**src/verilog/lprs_cfg.svh**
```systemverilog
`ifndef LPRS_CFG_SVH
`define LPRS_CFG_SVH
// ----------------------------------------
// Register offsets
// ----------------------------------------
`define LPRS_OFF_BREAK_STATUS  16'hfe00
`define LPRS_OFF_RESET_CAUSE   16'hfe01
`define LPRS_OFF_BREAK_FLAG    16'hfe03
`define LPRS_OFF_CONFIG        16'hfe04
// ----------------------------------------
// Field positions
// ----------------------------------------
`define LPRS_BIT_BSW           1
`define LPRS_BIT_CLR_EN        7
`define LPRS_BIT_LOWV          1
`define LPRS_BIT_MOD           2
`define LPRS_BIT_BADFETCH      3
`define LPRS_BIT_BADOP         4
`define LPRS_BIT_WDOG          5
`define LPRS_BIT_PIN           6
`define LPRS_BIT_POR           7
`define LPRS_BIT_SHORT         0
`define LPRS_BIT_OSCKEEP       1
`define LPRS_BIT_WDDIS         2
// ----------------------------------------
// Reset values and counts
// ----------------------------------------
`define LPRS_RST_BYTE          8'h00
`define LPRS_REC_LONG          13'h1000
`define LPRS_REC_SHORT         13'h0020
`endif

```
**src/verilog/lprs_pkg.sv**
```systemverilog
package lprs_pkg;
	typedef enum logic [1:0] {LPRS_RUN, LPRS_WAIT, LPRS_STOP, LPRS_RECOVER} lprs_mode_t;
endpackage : lprs_pkg

```
**src/verilog/lprs_top.sv**
```systemverilog
// Chosen here: the AXI4-Lite register port.
`timescale 1ns/1ps
`include "lprs_cfg.svh"
module lprs_top
(
	input  wire logic        aclk,
	input  wire logic        aresetn,
	input  wire logic [15:0] s_axi_awaddr,
	input  wire logic        s_axi_awvalid,
	output logic             s_axi_awready,
	input  wire logic [31:0] s_axi_wdata,
	input  wire logic [3:0]  s_axi_wstrb,
	input  wire logic        s_axi_wvalid,
	output logic             s_axi_wready,
	output logic [1:0]       s_axi_bresp,
	output logic             s_axi_bvalid,
	input  wire logic        s_axi_bready,
	input  wire logic [15:0] s_axi_araddr,
	input  wire logic        s_axi_arvalid,
	output logic             s_axi_arready,
	output logic [31:0]      s_axi_rdata,
	output logic [1:0]       s_axi_rresp,
	output logic             s_axi_rvalid,
	input  wire logic        s_axi_rready,
	input  wire logic        wait_exec,
	input  wire logic        stop_exec,
	input  wire logic        irq_req,
	input  wire logic        break_req,
	input  wire logic        por_event,
	input  wire logic        pin_reset_event,
	input  wire logic        watchdog_reset_event,
	input  wire logic        bad_opcode_event,
	input  wire logic        bad_fetch_event,
	input  wire logic        monitor_entry_event,
	input  wire logic        low_voltage_event,
	output logic             cpu_clk_en,
	output logic             periph_clk_en,
	output logic             fast_clk_en,
	output logic             stack_start,
	output logic             imask_clear,
	output logic             watchdog_run,
	output logic             flag_clear_allow,
	output logic             in_break
);
	// ----------------------------------------
	// Input synchronisers for asynchronous events
	// ----------------------------------------
	logic [10:0] ev_s1_q;
	logic [10:0] ev_s2_q;
	logic [10:0] ev_raw;
	assign ev_raw = {low_voltage_event, monitor_entry_event, bad_fetch_event, bad_opcode_event,
		watchdog_reset_event, pin_reset_event, por_event, break_req, irq_req, stop_exec, wait_exec};
	always_ff @(posedge aclk)
	begin
		if (!aresetn)
		begin
			ev_s1_q <= 11'h000;
			ev_s2_q <= 11'h000;
		end
		else
		begin
			ev_s1_q <= ev_raw;
			ev_s2_q <= ev_s1_q;
		end
	end
	logic wait_i;
	logic stop_i;
	logic irq_i;
	logic brk_i;
	logic por_i;
	logic pin_i;
	logic wd_i;
	logic badop_i;
	logic badfetch_i;
	logic mod_i;
	logic lowv_i;
	assign {lowv_i, mod_i, badfetch_i, badop_i, wd_i, pin_i, por_i, brk_i, irq_i, stop_i, wait_i} = ev_s2_q;
	logic any_reset;
	assign any_reset = por_i | pin_i | wd_i | badop_i | badfetch_i | mod_i | lowv_i;
	// ----------------------------------------
	// Configuration and break control registers
	// ----------------------------------------
	logic [7:0] cfg_q;
	logic [7:0] brk_ctl_q;
	logic [7:0] brk_stat_q;
	logic [7:0] cause_q;
	logic       short_rec;
	logic       osc_keep;
	assign short_rec = cfg_q[`LPRS_BIT_SHORT];
	assign osc_keep  = cfg_q[`LPRS_BIT_OSCKEEP];
	// ----------------------------------------
	// Low-power sequencer
	// ----------------------------------------
	lprs_pkg::lprs_mode_t mode_q;
	logic [12:0] seq_cnt_q;
	logic [12:0] rec_target;
	logic        stack_q;
	assign rec_target = short_rec ? `LPRS_REC_SHORT : `LPRS_REC_LONG;
	always_ff @(posedge aclk)
	begin
		if (!aresetn)
		begin
			mode_q <= lprs_pkg::LPRS_RUN;
			stack_q <= 1'b0;
		end
		else
		begin
			stack_q <= 1'b0;
			case (mode_q)
				lprs_pkg::LPRS_RUN:
				begin
					if (stop_i)
						mode_q <= lprs_pkg::LPRS_STOP;
					else if (wait_i)
						mode_q <= lprs_pkg::LPRS_WAIT;
				end
				lprs_pkg::LPRS_WAIT:
				begin
					if (irq_i || brk_i || any_reset)
					begin
						mode_q <= lprs_pkg::LPRS_RUN;
						stack_q <= irq_i | brk_i;
					end
				end
				lprs_pkg::LPRS_STOP:
				begin
					if (irq_i || brk_i || any_reset)
						mode_q <= lprs_pkg::LPRS_RECOVER;
				end
				lprs_pkg::LPRS_RECOVER:
				begin
					if (seq_cnt_q >= rec_target - 13'h0001)
					begin
						mode_q <= lprs_pkg::LPRS_RUN;
						stack_q <= 1'b1;
					end
				end
				default:
					mode_q <= lprs_pkg::LPRS_RUN;
			endcase
		end
	end
	// Counter held clear until recovery; times the interval
	always_ff @(posedge aclk)
	begin
		if (!aresetn)
			seq_cnt_q <= 13'h0000;
		else if (mode_q == lprs_pkg::LPRS_RECOVER)
			seq_cnt_q <= seq_cnt_q + 13'h0001;
		else
			seq_cnt_q <= 13'h0000;
	end
	// Clock gating follows mode directly
	assign cpu_clk_en    = (mode_q == lprs_pkg::LPRS_RUN);
	assign periph_clk_en = (mode_q == lprs_pkg::LPRS_RUN) || (mode_q == lprs_pkg::LPRS_WAIT);
	// Fast clock must run during recovery to time it
	assign fast_clk_en   = (mode_q != lprs_pkg::LPRS_STOP) || osc_keep;
	assign stack_start   = stack_q;
	assign imask_clear   = (mode_q == lprs_pkg::LPRS_RUN) && (wait_i || stop_i);
	assign watchdog_run  = !cfg_q[`LPRS_BIT_WDDIS] && (mode_q != lprs_pkg::LPRS_STOP);
	// ----------------------------------------
	// Break tracking
	// ----------------------------------------
	logic brk_q;
	always_ff @(posedge aclk)
	begin
		if (!aresetn)
			brk_q <= 1'b0;
		else if (brk_i)
			brk_q <= 1'b1;
		else if (stack_q || any_reset)
			brk_q <= 1'b0;
	end
	assign in_break = brk_q;
	// Protection only gates clears; a cleared flag stays cleared
	assign flag_clear_allow = !brk_q || brk_ctl_q[`LPRS_BIT_CLR_EN];
	// ----------------------------------------
	// AXI4-Lite slave
	// ----------------------------------------
	logic        aw_hold_q;
	logic        w_hold_q;
	logic [15:0] awaddr_q;
	logic [31:0] wdata_q;
	logic [3:0]  wstrb_q;
	logic        bvalid_q;
	logic [1:0]  bresp_q;
	logic        rvalid_q;
	logic [1:0]  rresp_q;
	logic [31:0] rdata_q;
	logic        wr_fire;
	logic        rd_fire;
	logic        wr_ok;
	logic        lane0;
	assign s_axi_awready = !aw_hold_q && !bvalid_q;
	assign s_axi_wready  = !w_hold_q && !bvalid_q;
	assign s_axi_arready = !rvalid_q;
	assign wr_fire = aw_hold_q && w_hold_q && !bvalid_q;
	assign rd_fire = s_axi_arvalid && s_axi_arready;
	always_ff @(posedge aclk)
	begin
		if (!aresetn)
		begin
			aw_hold_q <= 1'b0;
			awaddr_q <= 16'h0000;
		end
		else if (s_axi_awvalid && s_axi_awready)
		begin
			aw_hold_q <= 1'b1;
			awaddr_q <= s_axi_awaddr;
		end
		else if (wr_fire)
			aw_hold_q <= 1'b0;
	end
	always_ff @(posedge aclk)
	begin
		if (!aresetn)
		begin
			w_hold_q <= 1'b0;
			wdata_q <= 32'h0000_0000;
			wstrb_q <= 4'h0;
		end
		else if (s_axi_wvalid && s_axi_wready)
		begin
			w_hold_q <= 1'b1;
			wdata_q <= s_axi_wdata;
			wstrb_q <= s_axi_wstrb;
		end
		else if (wr_fire)
			w_hold_q <= 1'b0;
	end
	// Register word is aligned; all four offsets FE00-FE04 are word indices, shifted left two to form the byte address
	logic [15:0] waddr_w;
	logic [15:0] raddr_w;
	assign waddr_w = {awaddr_q[15:2], 2'b00};
	assign raddr_w = {s_axi_araddr[15:2], 2'b00};
	function automatic logic hit(input logic [15:0] a, input logic [15:0] off);
		hit = (a == {off[13:0], 2'b00});
	endfunction : hit
	assign lane0 = wstrb_q[0];
	assign wr_ok = hit(waddr_w, `LPRS_OFF_BREAK_STATUS) || hit(waddr_w, `LPRS_OFF_RESET_CAUSE)
		|| hit(waddr_w, `LPRS_OFF_BREAK_FLAG) || hit(waddr_w, `LPRS_OFF_CONFIG);
	always_ff @(posedge aclk)
	begin
		if (!aresetn)
		begin
			bvalid_q <= 1'b0;
			bresp_q <= 2'b00;
		end
		else if (wr_fire)
		begin
			bvalid_q <= 1'b1;
			bresp_q <= wr_ok ? 2'b00 : 2'b10;
		end
		else if (s_axi_bready)
			bvalid_q <= 1'b0;
	end
	assign s_axi_bvalid = bvalid_q;
	assign s_axi_bresp  = bresp_q;
	always_ff @(posedge aclk)
	begin
		if (!aresetn)
		begin
			cfg_q <= `LPRS_RST_BYTE;
			brk_ctl_q <= `LPRS_RST_BYTE;
		end
		else if (wr_fire && lane0)
		begin
			if (hit(waddr_w, `LPRS_OFF_BREAK_FLAG))
				brk_ctl_q <= wdata_q[7:0] & (8'h01 << `LPRS_BIT_CLR_EN);
			if (hit(waddr_w, `LPRS_OFF_CONFIG))
				cfg_q <= wdata_q[7:0] & 8'h07;
		end
	end
	// Break status: set on break in low power, software writes zero to clear
	logic brk_stat_clr;
	assign brk_stat_clr = wr_fire && lane0 && hit(waddr_w, `LPRS_OFF_BREAK_STATUS)
		&& !wdata_q[`LPRS_BIT_BSW];
	always_ff @(posedge aclk)
	begin
		if (!aresetn)
			brk_stat_q <= `LPRS_RST_BYTE;
		else if (brk_i && (mode_q == lprs_pkg::LPRS_WAIT || mode_q == lprs_pkg::LPRS_STOP))
			brk_stat_q[`LPRS_BIT_BSW] <= 1'b1;
		else if (brk_stat_clr)
			brk_stat_q[`LPRS_BIT_BSW] <= 1'b0;
	end
	// ----------------------------------------
	// Reset cause status
	// ----------------------------------------
	// Bus reset does not clear causes; only power-on and reads do
	logic       cause_rd;
	logic [7:0] cause_set;
	assign cause_rd = rd_fire && hit(raddr_w, `LPRS_OFF_RESET_CAUSE);
	always_comb
	begin
		cause_set = 8'h00;
		cause_set[`LPRS_BIT_PIN]      = pin_i;
		cause_set[`LPRS_BIT_WDOG]     = wd_i;
		cause_set[`LPRS_BIT_BADOP]    = badop_i;
		cause_set[`LPRS_BIT_LOWV]     = lowv_i;
		cause_set[`LPRS_BIT_BADFETCH] = badfetch_i;
		cause_set[`LPRS_BIT_MOD]      = mod_i;
	end
	always_ff @(posedge aclk)
	begin
		if (por_i)
			cause_q <= (8'h01 << `LPRS_BIT_POR) | cause_set;
		else if (!aresetn)
			cause_q <= cause_q;
		else if (cause_rd)
			cause_q <= cause_set;
		else
			cause_q <= cause_q | cause_set;
	end
	// ----------------------------------------
	// Read path
	// ----------------------------------------
	always_ff @(posedge aclk)
	begin
		if (!aresetn)
		begin
			rvalid_q <= 1'b0;
			rresp_q <= 2'b00;
			rdata_q <= 32'h0000_0000;
		end
		else if (rd_fire)
		begin
			rvalid_q <= 1'b1;
			rresp_q <= 2'b00;
			rdata_q <= 32'h0000_0000;
			if (hit(raddr_w, `LPRS_OFF_BREAK_STATUS))
				rdata_q[7:0] <= brk_stat_q;
			else if (hit(raddr_w, `LPRS_OFF_RESET_CAUSE))
				rdata_q[7:0] <= cause_q;
			else if (hit(raddr_w, `LPRS_OFF_BREAK_FLAG))
				rdata_q[7:0] <= brk_ctl_q;
			else if (hit(raddr_w, `LPRS_OFF_CONFIG))
				rdata_q[7:0] <= cfg_q;
			else
				rresp_q <= 2'b10;
		end
		else if (s_axi_rready)
			rvalid_q <= 1'b0;
	end
	assign s_axi_rvalid = rvalid_q;
	assign s_axi_rresp  = rresp_q;
	assign s_axi_rdata  = rdata_q;
endmodule : lprs_top

```
**config.mk**
```make
export PLATFORM = sky130hd
export DESIGN_NAME = lprs_top
export DESIGN_NICKNAME = d
export VERILOG_FILES = /design/src/verilog/lprs_pkg.sv /design/src/verilog/lprs_top.sv
export VERILOG_INCLUDE_DIRS = /design/src /design/src/verilog
export SDC_FILE = /design/constraint.sdc
export NUM_CORES = 1
export LEC_CHECK = 0
export ABC_AREA = 1
export BUFFER_PORTS_ARGS = -buffer_cell sky130_fd_sc_hd__buf_2
export CORE_MARGIN = 4
export CORE_UTILIZATION = 35
export CTS_CLUSTER_SIZE = 30
export DETAILED_ROUTE_END_ITERATION = 8
export PLACE_DENSITY = 0.66
export SKIP_CTS_REPAIR_TIMING = 1
export SYNTH_ARGS = -nofsm -noshare
export SYNTH_HDL_FRONTEND = slang
export SYNTH_SLANG_ARGS = --single-unit
```
**constraint.sdc**
```tcl
create_clock -name aclk -period 1.9 [get_ports aclk]
set_clock_uncertainty 0.2 [all_clocks]
set_input_delay 0.57 -clock aclk [delete_from_list [all_inputs] [get_ports aclk]]
set_output_delay 0.57 -clock aclk [all_outputs]
set_load 0.02 [all_outputs]
```
==> results_dict.tcl <==
set metrics [dict create \
    grt.met3_usage_pct 3.16 \
    htreeDepth 3 \
    clock-sinks 85 \
    wl_per_cell_um 11.0 \
    hp-class "input pin to flop" \
    rsz0062_at_grt "true" \
    grt_overflow 0 \
    track_usage_pct 13.3 \
    fp.coreArea_mm2 0.0108 \
    peakVddDrop_v 0.000594 \
    p_leak_nw 2.31 \
    start_util_pct 35.8 \
    syn2layout_area_growth_pct 20.7 \
    io_pins 135 \
    routed_wl_um 8270 \
    gp_congestion 0.801 \
    seq_area_frac_synth_pct 45.4 \
    yosysTopAreaCell "dfxtp_1" \
    path_max_fanout 2 \
    numPortBuffers 73 \
    ctsRootBufferMaster "clkbuf_8" \
    drive_gt1_share_pct 23.7 \
    die_y_um 113 \
    worst_path_largest_cell_delay_ps 340 \
    fmax_mhz 487 \
    use_met2_pct 21.7 \
    synth_cell_types 33 \
    hold_viol 0 \
    synth_area_mm2 0.00388 \
    clk_pin_slew_ps 80 \
    start_kind "flop" \
    tritoncts "yes" \
    via_per_inst 4.45 \
    cts_buffers 9 \
    drtAntennaViolNets 0 \
    maxCapViolations 0 \
    period_needed_ps 2050 \
    fin_setup_tns_ps -547 \
    rows 38 \
    die_w_um 113 \
    dieArea_mm2 0.0128 \
    hpwl_um 6460 \
    synth_cells 517 \
    setup_violations 5 \
    crit_path_end_kind "output pin" \
    period_share_pct 108 \
    worstPathRequired_ps 1130 \
    slew_viol_final 0 \
    cts_buffer_depth 2 \
    cp_slowest_cell "dfxtp_2" \
    grt_pass1_wl_um 13700 \
    grt_max_degree 27 \
    post-route-util_pct 43.2 \
    firstDrtPassIters 4 \
    clock_latency_ps 370 \
    grtUsageMet1_pct 15.6 \
    top_usage_layer "met2" \
    path_cells "inv_4, ha_4, inv_2, or2_4, buf_6" \
    crit_type "flop to output pin" \
    p_per_area_mw_per_mm2 886 \
    drtIter0Drc 147 \
    yosys_warnings 0 \
    cp.arrival_ps 1280 \
    synth.area.top_cells "dfxtp_1, nand2_1, inv_1" \
    num_vias 3353 \
    synth_top_area_share_pct 40.7 \
    fin_nets 706 \
    outcome "finished, violations left" \
    num_antenna_cells 0 \
    setup_slack_ps -152 \
    syn_avg_cell_area_um2 7.51 \
    antenna_found_initial 0 \
    drc 0 \
    grt_pass1_vias 3164 \
    violations "setup timing" \
    ys_ff_latch 85 \
]
## stage by stage
step           setup WS, ps  std cells  hold slack, ps  power (W)  instance area, µm²
2_1_floorplan           108        542             190    0.00259                3980
3_3_place_gp          -20.4        736             194    0.00279                4410
3_5_place_dp          -72.7        736             195    0.00282                4410
4_1_cts                -328        752             155    0.00402                4600
5_1_grt                -201        753             162    0.00439                4680
6_report               -152        753             180    0.00415                4680
## routing by layer
metal	routed length, µm	share of wire (%)
met5	0	0
met4	257	3.1
met3	419	5.1
met2	3920	47
met1	3670	44
## cell usage after synthesis
cell type  number
nor3_2          1
clkbuf_1        8
nand2_4         1
nor2_4          3
buf_2           2
ha_1           12
edfxtp_1        6
nand4_1         5
a22oi_1         1
nand4_2         1
nand2_1        91
nor2_1         65
dfxtp_1        79
or2_2           3
o21a_1          3
nor3b_2         1
inv_1          78
nand3_2         1
nand2_2         3
nand3_1        32
or2_0           1
nor2_2          3
a21oi_1        41
nand3b_1        2
conb_1          1
nor3_4          1
a31oi_1         2
inv_2           4
buf_4          26
buf_1           1
o21ai_0        31
nor3_1          7
nand4_4         1
## sequential cells by signal, summed over array words and instances (netlist names)
register and count:
aw_hold_q 1, ev_s2_q 11, wdata_q 4, cause_q 8, brk_ctl_q 1, brk_stat_q 1
s_axi_bresp 1, in_break 1, mode_q 2, seq_cnt_q 13, s_axi_rdata 8, s_axi_rvalid 1
stack_start 1, ev_s1_q 11, awaddr_q 14, s_axi_rresp 1, s_axi_bvalid 1, wstrb_q 1
cfg_q 3, w_hold_q 1
## cells in the final DEF, fill, tap and decap left out, drive strengths merged
cell / instances
nand2: 95
buf: 92
inv: 83
dfxtp: 79
nor2: 71
a21oi: 41
nand3: 33
o21ai: 31
conb: 26
ha: 12
clkbuf: 11
nor3: 9
nand4: 7
edfxtp: 6
or2: 4
o21a: 3
a31oi: 2
nand3b: 2
clkinv: 2
clkinvlp: 2
nor3b: 1
a22oi: 1
## report_power, final
group | internal (W) | leakage [nW] | switching, W
Combinational | 0.000414 | 1.51 | 0.000564
Sequential | 0.00192 | 0.711 | 0.0000682
Clock | 0.000545 | 0.0917 | 0.000639
Total | 0.00288 | 2.31 | 0.00127
## cell type report
type | count | area, µm²
well taps | 140 | 175
clock inverters | 5 | 33.8
inverters | 82 | 310
fillers | 1090 | 6160
flip-flops and latches | 85 | 1770
repair buffers | 92 | 528
clock buffers | 11 | 151
multi-input cells | 338 | 1720
## logic make-up after synthesis
family,Yosys count,share of synthesized area [%]
other,1,0.0966
AOI/OAI and AO/OA,78,10.4
and+or+nand+nor,222,26.2
adders and majority gates,12,3.87
DFF,85,45.4
buffers and inverters,119,14.1
## critical path, delay by kind of cell (launching register included)
| kind | cells | cell delay, ps |
|---|---|---|
| DFF | 1 | 340 |
| buffers and inverters | 3 | 230 |
| and+or+nand+nor | 1 | 230 |
| adders and majority gates | 1 | 130 |
## worst paths after layout
kind,slack (ps),end,depth (start not counted),from
setup / recovery,-150,fast_clk_en,5,mode_q[0]
hold / removal,180,ev_s1_q[0],3,wait_exec
setup reg to reg,170,mode_q[1],7,cfg_q[0]
hold reg to reg,210,ev_s2_q[0],2,ev_s1_q[0]
(Power assumes the default switching activity.)
